==> src/shared/sidm_regs.svh <==
`ifndef SIDM_REGS_SVH
`define SIDM_REGS_SVH
// byte offsets of the register window
`define SIDM_OFS_BUF_PTR 8'h64
`define SIDM_OFS_ID_COUNT 8'h68
`define SIDM_OFS_MASK_SET 8'h70
`define SIDM_OFS_MASK_CLR 8'h74
`define SIDM_OFS_INT_STAT 8'h90
`define SIDM_OFS_INT_MASK 8'h94
`define SIDM_OFS_CTRL 8'h98
// field positions of the count register
`define SIDM_FAULT_BIT 31
`define SIDM_EPOCH_MSB 23
`define SIDM_EPOCH_LSB 16
`define SIDM_QCNT_MSB 10
`define SIDM_QCNT_LSB 2
`define SIDM_COUNT_RSVD 32'h7f00f803
// buffer base keeps bits 31:11, a 2 Kbyte alignment
`define SIDM_PTR_LSB 11
// control and event bits
`define SIDM_REINIT_BIT 0
`define SIDM_EV_BUS_RESET 0
`define SIDM_EV_ID_DONE 1
`define SIDM_EV_ID_FAULT 2
`define SIDM_EV_ISO_DROP 3
// reset values
`define SIDM_RST_MASK 32'h00000000
`define SIDM_RST_EPOCH 8'h00
`define SIDM_RST_QCNT 9'h000
`define SIDM_RST_PTR 21'h00000
`define SIDM_RST_EVENTS 4'h0
`define SIDM_QCNT_MAX 9'h1ff
`endif

==> src/shared/sidm_pkg.sv <==
package sidm_pkg;
    typedef logic [31:0] sidm_word_t;
    typedef logic [5:0] sidm_chan_t;
    typedef logic [3:0] sidm_events_t;
    // bus slave phases, one-hot
    typedef enum logic [2:0] {
        SIDM_IDLE = 3'b001,
        SIDM_WDATA = 3'b010,
        SIDM_RWAIT = 3'b100
    } sidm_bus_state_t;
endpackage

==> src/shared/sidm_filter_if.sv <==
`timescale 1ns/1ps
`default_nettype none
interface sidm_filter_if;
    sidm_pkg::sidm_word_t mask;
    logic pktValid;
    sidm_pkg::sidm_chan_t pktChan;
    logic accept;
    logic drop;
    modport top (output mask, output pktValid, output pktChan, input accept, input drop);
    modport filt (input mask, input pktValid, input pktChan, output accept, output drop);
endinterface
`default_nettype wire

==> src/logic/sidm_chan_filter.sv <==
`timescale 1ns/1ps
`default_nettype none
module sidm_chan_filter (
    input wire logic clock,
    input wire logic reset,
    sidm_filter_if.filt bus
);
    import sidm_pkg::*;
    logic [31:0] hit;
    logic next_accept;
    logic next_drop;
    logic acceptR;
    logic dropR;

    // one comparator per upper channel; bit n guards channel 32+n
    genvar n;
    generate
        for (n = 0; n < 32; n++) begin : g_chan
            assign hit[n] = bus.mask[n] && (bus.pktChan == 6'(32 + n));
        end
    endgenerate

    // lower channels belong to the other mask and are neither taken nor dropped here
    assign next_accept = bus.pktValid && (|hit);
    assign next_drop = bus.pktValid && bus.pktChan[5] && !(|hit);

    always_ff @(posedge clock) begin
        if (reset) begin
            acceptR <= 1'b0;
            dropR <= 1'b0;
        end else begin
            acceptR <= next_accept;
            dropR <= next_drop;
        end
    end
    assign bus.accept = acceptR;
    assign bus.drop = dropR;
endmodule
`default_nettype wire

==> src/logic/sidm_top.sv <==
`timescale 1ns/1ps
`default_nettype none
`include "sidm_regs.svh"
// How it works
// - a fault in the latest identify reception sets the fault flag, buffer then undefined.
// - a reception ending without any fault clears the fault flag.
// - internal hardware faults and host memory write faults both count as faults.
// - every bus reset adds one to the 8-bit epoch field, bits 23:16.
// - the epoch field wraps from 255 to zero.
// - bits 10:2 count quadlets written, header quadlet included.
// - the quadlet count returns to zero when a reception starts.
// - bits 30:24, 15:11 and 1:0 of the count register read zero.
// - buffer base is 2 Kbyte aligned; only bits 31:11 are writable.
// - the upper channel mask sits at a set address 0x70 and clear address 0x74.
// - reading either mask address returns the current mask.
// - mask bit n governs isochronous channel 32 plus n.
// - upper channel packets pass only while their mask bit is set.
// - a controller reinit resets these registers but not the bus slave.
module sidm_top (
    input wire logic clock,
    input wire logic reset,
    input wire logic hsel,
    input wire logic [31:0] haddr,
    input wire logic [1:0] htrans,
    input wire logic hwrite,
    input wire logic [2:0] hsize,
    input wire logic hready,
    input wire sidm_pkg::sidm_word_t hwdata,
    output sidm_pkg::sidm_word_t hrdata,
    output logic hreadyout,
    output logic hresp,
    input wire logic busResetSeen,
    input wire logic idRxStart,
    input wire logic idQuadletWritten,
    input wire logic idRxDone,
    input wire logic hwFault,
    input wire logic hostWriteFault,
    input wire logic isoValid,
    input wire sidm_pkg::sidm_chan_t isoChannel,
    output logic isoAccept,
    output logic isoDrop,
    output sidm_pkg::sidm_word_t bufWriteAddr,
    output logic fifoFlush,
    output logic irq
);
    import sidm_pkg::*;

    sidm_bus_state_t state;
    sidm_bus_state_t next_state;
    logic [7:0] addrQ;
    logic [7:0] next_addrQ;
    logic takeReq;
    logic softRst;
    logic regRst;
    logic [31:0] mask;
    logic [31:0] next_mask;
    logic [7:0] epoch;
    logic [8:0] quadCount;
    logic [8:0] next_quadCount;
    logic faultFlag;
    logic errSeen;
    logic anyFault;
    logic [20:0] bufPtr;
    sidm_events_t intStat;
    sidm_events_t intMask;
    sidm_events_t newEvents;
    sidm_events_t next_intStat;
    logic wrCommit;
    logic rdCommit;
    logic wrPtr;
    logic wrSet;
    logic wrClr;
    logic wrIntMask;
    logic wrCtrl;
    logic rdStat;
    sidm_word_t countWord;
    sidm_word_t rdMux;
    sidm_filter_if fbus ();

    // address phase is taken only when the bus is ready and a transfer is active
    assign takeReq = hsel && hready && htrans[1];
    assign wrCommit = (state == SIDM_WDATA);
    assign rdCommit = (state == SIDM_RWAIT);

    // phase sequencing: reads get one wait state so a write just before is seen
    always_comb begin
        next_state = SIDM_IDLE;
        next_addrQ = addrQ;
        if (takeReq) begin
            next_state = hwrite ? SIDM_WDATA : SIDM_RWAIT;
            next_addrQ = haddr[7:0];
        end
        case (state)
            SIDM_IDLE: begin
            end
            SIDM_WDATA: begin
            end
            SIDM_RWAIT: begin
                next_state = SIDM_IDLE; // hready is low here, nothing new taken
            end
            default: begin
                next_state = SIDM_IDLE;
            end
        endcase
    end

    // bus slave state survives a controller reinit, as the host bus side must
    always_ff @(posedge clock) begin
        if (reset) begin
            state <= SIDM_IDLE;
            addrQ <= 8'h00;
            hreadyout <= 1'b1;
            hresp <= 1'b0;
        end else begin
            state <= next_state;
            addrQ <= next_addrQ;
            hreadyout <= (next_state != SIDM_RWAIT);
            hresp <= 1'b0; // every transfer answers okay
        end
    end

    // write decode against the latched data phase address
    assign wrPtr = wrCommit && (addrQ == `SIDM_OFS_BUF_PTR);
    assign wrSet = wrCommit && (addrQ == `SIDM_OFS_MASK_SET);
    assign wrClr = wrCommit && (addrQ == `SIDM_OFS_MASK_CLR);
    assign wrIntMask = wrCommit && (addrQ == `SIDM_OFS_INT_MASK);
    assign wrCtrl = wrCommit && (addrQ == `SIDM_OFS_CTRL);
    assign rdStat = rdCommit && (addrQ == `SIDM_OFS_INT_STAT);

    // reinit pulse lasts one cycle and restarts everything below the bus slave
    always_ff @(posedge clock) begin
        if (reset) begin
            softRst <= 1'b0;
        end else begin
            softRst <= wrCtrl && hwdata[`SIDM_REINIT_BIT];
        end
    end
    assign regRst = reset || softRst;
    assign fifoFlush = softRst;

    // set and clear in one step; a bit named by both ends cleared
    assign next_mask = (mask | (wrSet ? hwdata : 32'h0)) & ~(wrClr ? hwdata : 32'h0);
    always_ff @(posedge clock) begin
        if (regRst) begin
            mask <= `SIDM_RST_MASK;
        end else begin
            mask <= next_mask;
        end
    end

    // only the upper 21 bits of the base exist, so alignment is built in
    always_ff @(posedge clock) begin
        if (regRst) begin
            bufPtr <= `SIDM_RST_PTR;
        end else if (wrPtr) begin
            bufPtr <= hwdata[31:`SIDM_PTR_LSB];
        end
    end

    // epoch counter wraps naturally on the 8-bit add
    always_ff @(posedge clock) begin
        if (regRst) begin
            epoch <= `SIDM_RST_EPOCH;
        end else if (busResetSeen) begin
            epoch <= epoch + 8'h01;
        end
    end

    // a quadlet in the start cycle is the first of the new reception
    always_comb begin
        next_quadCount = quadCount;
        if (idRxStart) begin
            next_quadCount = `SIDM_RST_QCNT;
        end
        if (idQuadletWritten && next_quadCount != `SIDM_QCNT_MAX) begin
            next_quadCount = next_quadCount + 9'h001;
        end
    end
    always_ff @(posedge clock) begin
        if (regRst) begin
            quadCount <= `SIDM_RST_QCNT;
        end else begin
            quadCount <= next_quadCount;
        end
    end

    // fault flag rises at once and is judged again when the reception ends
    assign anyFault = hwFault || hostWriteFault;
    always_ff @(posedge clock) begin
        if (regRst) begin
            faultFlag <= 1'b0;
            errSeen <= 1'b0;
        end else begin
            if (idRxDone) begin
                faultFlag <= errSeen || anyFault;
            end else if (anyFault) begin
                faultFlag <= 1'b1;
            end
            if (idRxStart) begin
                errSeen <= anyFault;
            end else if (anyFault) begin
                errSeen <= 1'b1;
            end
        end
    end

    // buffer write address follows the base and the quadlets written so far
    always_ff @(posedge clock) begin
        if (regRst) begin
            bufWriteAddr <= 32'h0;
        end else begin
            bufWriteAddr <= {bufPtr, quadCount, 2'b00};
        end
    end

    // reserved ranges are filled with constant zeros
    assign countWord = {faultFlag, 7'h00, epoch, 5'h00, quadCount, 2'b00};

    // events are sticky; a read clears them but a same-cycle event stays
    assign newEvents = {fbus.drop, anyFault, idRxDone, busResetSeen};
    assign next_intStat = (rdStat ? `SIDM_RST_EVENTS : intStat) | newEvents;
    always_ff @(posedge clock) begin
        if (regRst) begin
            intStat <= `SIDM_RST_EVENTS;
            intMask <= `SIDM_RST_EVENTS;
            irq <= 1'b0;
        end else begin
            intStat <= next_intStat;
            irq <= |(next_intStat & (wrIntMask ? hwdata[3:0] : intMask));
            if (wrIntMask) begin
                intMask <= hwdata[3:0];
            end
        end
    end

    // read selection; unmapped offsets read zero
    assign rdMux = (addrQ == `SIDM_OFS_BUF_PTR) ? {bufPtr, 11'h000} :
                   (addrQ == `SIDM_OFS_ID_COUNT) ? countWord :
                   (addrQ == `SIDM_OFS_MASK_SET) ? mask :
                   (addrQ == `SIDM_OFS_MASK_CLR) ? mask :
                   (addrQ == `SIDM_OFS_INT_STAT) ? {28'h0, intStat} :
                   (addrQ == `SIDM_OFS_INT_MASK) ? {28'h0, intMask} : 32'h0;
    always_ff @(posedge clock) begin
        if (reset) begin
            hrdata <= 32'h0;
        end else if (rdCommit) begin
            hrdata <= rdMux;
        end
    end

    // receive path goes through the channel filter
    assign fbus.mask = mask;
    assign fbus.pktValid = isoValid;
    assign fbus.pktChan = isoChannel;
    assign isoAccept = fbus.accept;
    assign isoDrop = fbus.drop;

    sidm_chan_filter u_filter (
        .clock(clock),
        .reset(regRst),
        .bus(fbus.filt)
    );
endmodule
`default_nettype wire

==> config.mk <==
export PLATFORM = sky130hd
export DESIGN_NAME = sidm_top
export DESIGN_NICKNAME = d
export VERILOG_FILES = /design/src/shared/sidm_pkg.sv /design/src/shared/sidm_filter_if.sv /design/src/logic/sidm_chan_filter.sv /design/src/logic/sidm_top.sv
export VERILOG_INCLUDE_DIRS = /design/src /design/src/shared
export SDC_FILE = /design/constraint.sdc
export NUM_CORES = 1
export LEC_CHECK = 0
export BUFFER_PORTS_ARGS = -buffer_cell sky130_fd_sc_hd__buf_4
export CAP_MARGIN = 20
export CORE_ASPECT_RATIO = 2
export CORE_MARGIN = 2
export CORE_UTILIZATION = 53
export DETAILED_ROUTE_END_ITERATION = 16
export MAX_ROUTING_LAYER = met4
export PLACE_DENSITY = 0.83
export REMOVE_ABC_BUFFERS = 1
export SLEW_MARGIN = 20
export SYNTH_ARGS = -nofsm -noshare
export SYNTH_HDL_FRONTEND = slang
export SYNTH_SLANG_ARGS = --single-unit
==> constraint.sdc <==
create_clock -name clock -period 2.5 [get_ports clock]
set_clock_uncertainty 0.15 [all_clocks]
set_input_delay 0.25 -clock clock [delete_from_list [all_inputs] [get_ports clock]]
set_output_delay 0.25 -clock clock [all_outputs]
set_load 0.05 [all_outputs]
==> Yosys cells after proc, flatten, opt, wreduce, memory -nomap -nowiden <==
Cells that the tools add are included.
{ "totals": {"regBits": 160, "latchBits": 0, "ram_bits": 0, "mem_bits_ro": 0, "in_bits": 87, "output_inout_bits": 70, "wordCells": 141, "memories": 0} }
{ "classes": {"addsub": 2, "n_mul": 0, "n_div": 0, "order_cmp": 0, "eq_ne": 44, "shift": 0, "n_mux": 18, "bitwise": 5, "n_reduce_logical": 54} }
{ "ops": {"columns": ["operator", "count"], "rows": [
  ["$eq A6 B6 Y1 const B", 32],
  ["$mux W32", 6],
  ["$logic_and A1 B1 Y1", 45],
  ["$and A32 B32 Y32", 1],
  ["$eq A8 B7 Y1 const B", 4],
  ["$not A32 Y32", 1],
  ["$or A32 B32 Y32", 1],
  ["$reduce_or A32 Y1", 1],
  ["$eq A8 B8 Y1 const B", 3],
  ["$mux W9", 2],
  ["$mux W4", 4],
  ["$add A9 B1 Y9 const B", 1],
  ["$mux W3", 3],
  ["$ne A9 B9 Y1 const B", 1],
  ["$add A8 B1 Y8 const B", 1],
  ["$and A4 B4 Y4", 1],
  ["$or A4 B4 Y4", 1],
  ["$reduce_bool A2 Y1", 2],
  ["$reduce_or A4 Y1", 1],
  ["$eq A3 B1 Y1 const B", 1],
  ["$eq A3 B2 Y1 const B", 1],
  ["$eq A3 B3 Y1 const B", 1],
  ["$logic_or A1 B1 Y1", 3],
  ["$mux W1", 3],
  ["3 further kinds", 3]
]} }

==> Logic depth before layout (Yosys ltp) <==
Gate-level depths: netlist of run 1.
{ "logic_depth": {"word_depth": 7, "mapped_depth": 12, "mapped_depth_nobuf": 11} }

==> Hierarchy <==
Synthesis of run 1 repeated with hierarchy kept, for this count alone.
{ "hier_totals": {"cells_unflattened": 747, "area_unflattened_um2": 6721.4} }
{ "by_module_without_submodules": {"columns": ["mod", "instances", "cells_each", "area_per_inst_um2", "seq_area_each_um2"], "rows": [
  ["sidm_top", 1, 683, 6288.5, 3123.0],
  ["sidm_chan_filter", 1, 64, 432.9, 40.0]
]} }

==> Worst setup path before layout of run 1 <==
OpenSTA, ideal clock, no wires.
{ "synth_timing": {"path_kind": "input-to-reg", "start": "input idRxStart", "end": "register quadCount[6]", "setup_time_ns": 0.078, "t_arrival_ns": 2.000, "required_ns": 2.272, "setup_slack_ns": 0.272, "cell_stages": 12, "n_path_buf": 2, "cell_sequence": "clkbuf_1 -> nor2b_1 -> ha_1 -> nand2_1 -> nor2_1 -> and3_1 -> ha_1 -> nor2b_1 -> clkbuf_1 -> nand4_1 -> xor2_1 -> nor3_1"} }
{ "synth_via": {"elab_chain_cells": 4, "elab_cells_between_ends": 5, "cone_classes": "add/sub (1); eq/ne (1); mux (2); reduce/logical (1)"} }
{ "synth_rtl": {"columns": ["element", "line_no", "source"], "rows": [
  ["from (decl)", "sidm_top.sv:33", "input wire logic idRxStart,"],
  ["$mux W9 (*)", "sidm_top.sv:172", "if (idRxStart) begin"],
  ["branches (longest 2 deep; another with $add A9 B1 Y9)", null, null],
  ["$mux W9 (*)", "sidm_top.sv:175", "if (idQuadletWritten && next_quadCount != `SIDM_QCNT_MAX) begin"],
  ["to (signal assigned)", "sidm_top.sv:181", "quadCount <= `SIDM_RST_QCNT;"],
  ["to (signal assigned)", "sidm_top.sv:183", "quadCount <= next_quadCount;"],
  ["to (decl)", "sidm_top.sv:58", "logic [8:0] quadCount;"]
]} }
Every way passes the cells marked *.
A chain may end at the register's enable or synchronous reset.

==> Worst setup path after layout of run 1 <==
{ "layout_timing": {"start": "register quadCount[1]", "end": "register quadCount[7]"} }
{ "layout_via": {"elab_chain_cells": 4, "elab_cells_between_ends": 5, "cone_classes": "add/sub (1); eq/ne (1); mux (2); reduce/logical (1)"} }
{ "layout_rtl": {"columns": ["element", "line_no"], "rows": [
  ["$mux W9 (*)", "sidm_top.sv:172"],
  ["branches (longest 2 deep; another with $add A9 B1 Y9)", null],
  ["$mux W9 (*)", "sidm_top.sv:175"]
]} }
Marks and branches as above.

==> summary.md, run 1 <==
| Metric | Value |
|---|---|
| Worst EP required | 2.65 ns |
| #FFs+latches synth | 158 |
| Final Cell Area | 8380 um2 |
| Post-Syn Instances | 680 |
| Cells along the critical path | nor2b_2 > ha_1 > nand2_1 > nor2_2 > and3_1 > ha_1 > and4b_1 > and3_1 > nand2_1 > xor2_1 > nor3_1 |
| Mapped cell area | 6210 um2 |
| IO Count | 157 |
| EDFF count, synth | 0 |
| Period utilization | 96.4% |
| Routed len/inst | 18.3 um |
| Final Hold Fails | 0 |
| Drt drc | 0 |
| Clock power frac | 48.1% |
| Int Pwr | 4340 uW |
| Post-CTS setup buffers | 0 |
| Crit path time final | 2.41 ns |
| Port Buffers | 125 |
| Largest fanout on the critical path | 4 |
| Setup crit end kind | flip-flop |
| Layout cells sized above 1 | 23.2% |
| Max-slew headroom | 53.5% |
| Num rows | 56 |
| Starting Density | 53.7% |
| CP Launch Type | flip-flop |
| Initial antenna violation count | 0 |
| Fmax | 415 MHz |
| Core area | 11600 um2 |
| DR pass1 iterations | 5 |
| Worst Hold Class | input port to flip-flop |
| Htree depth | 4 |
| Total Routing Usage GR | 30.2% |
| Combinational power share | 5.8% |
| Vias in the first global route | 6027 |
| Detail Placement HPWL | 11.2 mm |
| CTS buffer count | 17 |
| Worst Max-Slew Pin Slew | 0.697 ns |
| Area growth syn-to-layout | 35.0% |
| Clock Sinks | 158 |
| Primary FF master, synth | dfxtp_1 |
| Met3 Wirelength | 1.21 mm |
| Lkg Pwr | 0.00327 uW |
| Wire length on met2 | 9.64 mm |
| Crit path max-delay cell type | dfxtp_2 |
| Clock transition at the registers of the reported paths | 0.07 ns |
| Max VDD drop | 558 uV |
| Final net count | 927 |
| Async set-reset flop share out of synthesis | 0% |
| CP Class | flip-flop to flip-flop |
| DRT iter0 DRCs | 408 |
| DP Area | 7280 um2 |
| Maxcap violations | 0 |
| Status | complete, no violations |
| CTS root buffer | clkbuf_16 |
| Final ANT Viol Nets | 0 |
| Max clock buf depth | 2 |
| Max-slew violations | 0 |
| Global-route wire length before repair | 28.8 mm |
| Ant diodes | 0 |
| Via count | 5817 |
| Largest net degree at the start of global routing | 47 |
| Uppermost layer routed | met4 |
| Die Wd | 80.5 um |
| Die Y | 157 um |
| Sequential area share after synthesis | 50.9% |
| RePlAce Congestion | 0.880 |
| DIE AREA | 12700 um2 |
| Sequential share of power | 46.1% |
| Sw Share | 21.7% |
| Syn Area/Cell | 9.13 um2 |
| Synth cell types | 60 |
| Setup violations, final | 0 |
| CTS tree | yes |
| Routed vias/inst | 5.85 |
| CP peak stage delay | 0.39 ns |
| Skew-Pair Late Insertion Delay | 0.42 ns |
| Pwr dens | 662 nW/um2 |
| WL final | 18.2 mm |
| WP data arrival | 2.56 ns |
| Psw | 1200 uW |
| Final Power | 5550 uW |
| Yosys warns | 0 |
| GRT overflow | 0 |
| Wire length on met1 | 6.74 mm |
| WHS | 0.0330 ns |
==> synthesized netlist by cell type (all sizes together) (4+ instances only) <==
cell     count  area [um2]
a211oi      32         240
a21oi       72         360
a221oi      28         245
a2bb2oi     11        96.3
and2        31         194
and3         6        37.5
buf         14        76.3
clkbuf      41         154
dfxtp      158        3160
inv          4        15.0
mux2         6        67.6
mux2i       12         120
nand2       71         267
nand2b       5        31.3
nand3        9        45.0
nand4        6        37.5
nor2        59         226
nor2b        9        56.3
nor3        24         120
nor3b        4        30.0
o21ai       12        60.1
xnor2        4        35.0
xor2         9        78.8
==> registers in the layout, indices dropped and copies added, names as in the netlist, 4 cells and up <==
signal	cells
quadCount	9
intMask	4
hrdata	32
addrQ	8
fbus.mask	32
epoch	8
bufWriteAddr	30
intStat	4
bufPtr	21
==> critical path: cells and delay by family (launching register included) <==
family	cells	cell delay [ns]
xor+xnor	1	0.17
fa+ha+maj	2	0.38
flops	1	0.39
simple gates	8	1.21
==> routing by layer <==
metal	vias up	GRT usage [%]
li1	2742	-
met1	2753	32.5
met2	271	52.9
met3	51	5.28
met4	0	13.8
met5	-	-
==> through the flow <==
step	worst slack, ns	TNS [ns]	instances	utilization (%)
after floorplan	-0.605	-22.77	627	-
after CTS	0.0614	0	995	72.3
after global routing	-0.00223	-0.00223	995	72.5
after detailed placement	0.0884	0	916	63.0
after global placement	0.194	0	916	63.0
final	0.0894	0	995	72.5
==> layout by cell type (no fill, tap or decap), types with 7 or more instances in the layout <==
cell and instances:
nor2_1 53, o21ai_0 12, nor2b_1 7, a21oi_1 72, dfxtp_1 157, nand2_1 71
a221oi_1 28, clkbuf_16 17, mux2i_1 12, dlygate4sd3_1 47, a211oi_1 32, a2bb2oi_1 11
nor3_1 23, buf_4 143, xor2_1 9, and2_1 31, nand3_1 9
==> area by class of cell <==
cell class	instances	area [um2]
inverters	4	15.0
clock inverters	9	133
repair buffers	191	1560
clock buffers	23	478
well taps	145	181
flip-flops and latches	158	3160
multi-input cells	465	2850
fillers	847	3180
==> logic make-up (layout without fill, tap and decap cells) <==
group	Yosys count	count (layout)	share of synthesized area (%)
AO/OA/AOI/OAI	177	177	19.1
other	1	3	0.0604
multiplexers	18	18	3.02
XOR/XNOR	13	13	1.83
adder cells (fa/ha/maj)	3	3	0.604
flip-flops	158	158	50.9
buffers and inverters	59	227	3.95
AND/OR/NAND/NOR	251	251	20.5
==> power groups by stage <==
stage	Combinational, uW	Sequential [uW]	Clock (uW)
floorplan	85.5	2620	0
detailed placement	248	2610	0
global route	341	2560	2790
CTS	311	2550	2670
finish	322	2560	2670
global placement	244	2610	0
==> final timing paths <==
check / start / to / slack [ns] / depth (start not counted)
worst min-delay path: idRxStart / errSeen$_SDFFE_PP0P_ / 0.03 / 3
worst min register to register: bufPtr[11]$_SDFFE_PP0P_ / bufPtr[11]$_SDFFE_PP0P_ / 0.31 / 2
worst max register to register: quadCount[1]$_SDFF_PP0_ / quadCount[7]$_SDFF_PP0_ / 0.09 / 11
worst max-delay path: quadCount[1]$_SDFF_PP0_ / quadCount[7]$_SDFF_PP0_ / 0.09 / 11
==> repair_timing <==
item / in CTS / in global routing
hold buffers: 47 / 0
setup endpoints to repair: 0 / 3
endpoints found under the hold margin: 77 / 0
gates resized for setup: 0 / 6
(Power assumes the default switching activity.)
==> inputs of run 2 (changes only) <==
==> constraint.sdc (replaced) <==
create_clock -name clock -period 2.5 [get_ports clock]
set_clock_uncertainty 0.15 [all_clocks]
set_input_delay 0.375 -clock clock [delete_from_list [all_inputs] [get_ports clock]]
set_output_delay 0.375 -clock clock [all_outputs]
set_load 0.05 [all_outputs]
==> run 2 against run 1 <==
Via count shrank 2.4%. Critical path depth unchanged. Final cell count shrank 3.1%. Wire length is 6.3% lower. Fmax grew 2.3%. Power down 2.8%. Critical path type unchanged.
==> summary.md, run 2 (synthesis gave the netlist of run 1 again) <==
| Metric | Value |
|---|---|
| WL final | 17.0 mm |
| CP delay by family, top | simple AND/OR/NAND/NOR gates |
| IO Count | 157 |
| Int Pwr | 4250 uW |
| Largest fanout on the critical path | 4 |
| Setup crit end kind | flip-flop |
| Cells along the critical path | nor2b_1 > ha_1 > nand2_1 > nor2_1 > and3_1 > ha_1 > and4b_1 > and3_1 > nand2_1 > xor2_1 > nor3_1 |
| Final net count | 898 |
| CP Launch Type | flip-flop |
| Num rows | 56 |
| WP data arrival | 2.50 ns |
| Total Routing Usage GR | 28.6% |
| Maxcap violations | 0 |
| GRT overflow | 0 |
| Most frequent cells in the layout | 158 x dfxtp_1, 144 x buf_4, 72 x a21oi_1 |
| Crit path max-delay cell type | dfxtp_1 |
| Fmax | 425 MHz |
| Pwr dens | 670 nW/um2 |
| Starting Density | 53.7% |
| Combinational power share | 5.2% |
| Psw | 1150 uW |
| Detail Placement HPWL | 11.3 mm |
| WHS | 0.0104 ns |
| DR pass1 iterations | 5 |
| Clock transition at the registers of the reported paths | 0.06 ns |
| Routed len/inst | 17.7 um |
| R2R Setup Slk | 0.14 ns |
| Vias in the first global route | 5680 |
| Sequential share of power | 47.4% |
| Biggest regs | fbus.mask: 32 flops, hrdata: 32 flops, bufWriteAddr: 30 flops |
| Placed Instances | 917 |
| CP Class | flip-flop to flip-flop |
| Post-CTS setup buffers | 0 |
| Largest net degree at the start of global routing | 47 |
| Most common cell after layout, fill and taps aside | dfxtp_1 |
| Area growth syn-to-layout | 29.6% |
| Crit path time final | 2.36 ns |
| Die Wd | 80.5 um |
| Initial antenna violation count | 0 |
| Fin cells | 964 |
| Clock power frac | 47.4% |
| Period utilization | 94.2% |
| Worst Max-Slew Pin Slew | 0.591 ns |
| DRT iter0 DRCs | 499 |
| Port Buffers | 125 |
| Ant diodes | 0 |
| Final ANT Viol Nets | 0 |
| Max-slew violations | 0 |
| DIE AREA | 12700 um2 |
| Max-slew headroom | 60.6% |
| Worst Hold Class | input port to flip-flop |
| WP buf/inv | 0 |
| CTS buffer count | 17 |
| Final Hold Fails | 0 |
| CTS tree | yes |
| Layout cells sized above 1 | 23.8% |
| Status | complete, no violations |
| Lkg Pwr | 0.00314 uW |
| Via count | 5680 |
| Skew-Pair Late Insertion Delay | 0.42 ns |
| Sw Share | 21.3% |
| Final Power | 5390 uW |
| Htree depth | 4 |
| Core area | 11600 um2 |
| Die Y | 157 um |
| RSZ-0062 raised after global routing | false |
| Global-route wire length before repair | 27.4 mm |
| CP peak stage delay | 0.39 ns |
| Worst EP required | 2.65 ns |
| Drt drc | 0 |
| Setup violations, final | 0 |
| CTS root buffer | clkbuf_16 |
| Max VDD drop | 633 uV |
| RePlAce Congestion | 0.873 |
| Max clock buf depth | 2 |
| Routed vias/inst | 5.89 |
| Clock Sinks | 158 |
==> run 2: worst register-to-register path: stages (launching register included) <==
cell     delay [ns]
dfxtp_1        0.39
nor2b_1        0.20
ha_1           0.21
nand2_1        0.06
nor2_1         0.16
and3_1         0.19
ha_1           0.17
and4b_1        0.21
and3_1         0.19
nand2_1        0.08
xor2_1         0.16
nor3_1         0.05
==> run 2: per-layer routing <==
layer | wire, um | vias to the layer above | track usage [%]
met2 | 9090 | 235 | 50.7
met4 | 276 | 0 | 8.39
met3 | 1230 | 27 | 6.31
met1 | 6440 | 2727 | 31.8
met5 | 0 | - | -
li1 | - | 2691 | -
==> run 2: through the flow <==
step | utilization [%] | setup TNS, ns | setup WS, ns | instance area [um2]
floorplan | - | -22.77 | -0.605 | 5990
global placement | 63.0 | 0 | 0.144 | 7290
detailed placement | 63.0 | 0 | 0.0695 | 7290
CTS | 69.6 | 0 | 0.110 | 8040
global route | 69.6 | 0 | 0.0374 | 8050
finish | 69.6 | 0 | 0.145 | 8050
==> run 2: worst paths after layout <==
kind	from	to	cells past startpoint
worst max-delay path	quadCount[1]$_SDFF_PP0_	quadCount[7]$_SDFF_PP0_	11
worst min-delay path	hwdata[24]	fbus.mask[24]$_SDFF_PP0_	2
worst max register to register	quadCount[1]$_SDFF_PP0_	quadCount[7]$_SDFF_PP0_	11
worst min register to register	bufPtr[11]$_SDFFE_PP0P_	bufPtr[11]$_SDFFE_PP0P_	2
==> run 2: what timing repair did <==
| item | in CTS | in global routing |
|---|---|---|
| endpoints found under the hold margin | 18 | 0 |
| hold buffers | 17 | 0 |
| endpoints found under the setup margin | 0 | 1 |
| gates resized for setup | 0 | 2 |
==> run 2: area by class of cell <==
cell class,instances,area (um2)
clock inverters,7,85.1
flip-flops and latches,158,3160
clock buffers,23,498
well taps,145,181
repair buffers,162,1270
multi-input cells,465,2830
inverters,4,15.0
fillers,893,3510
==> run 2: power by group through the flow <==
stage | combinational [uW] | clock, uW | sequential (uW)
2_1_floorplan | 85.5 | 0 | 2620
3_3_place_gp | 245 | 0 | 2610
3_5_place_dp | 250 | 0 | 2610
4_1_cts | 275 | 2570 | 2560
5_1_grt | 299 | 2680 | 2560
6_report | 279 | 2560 | 2560
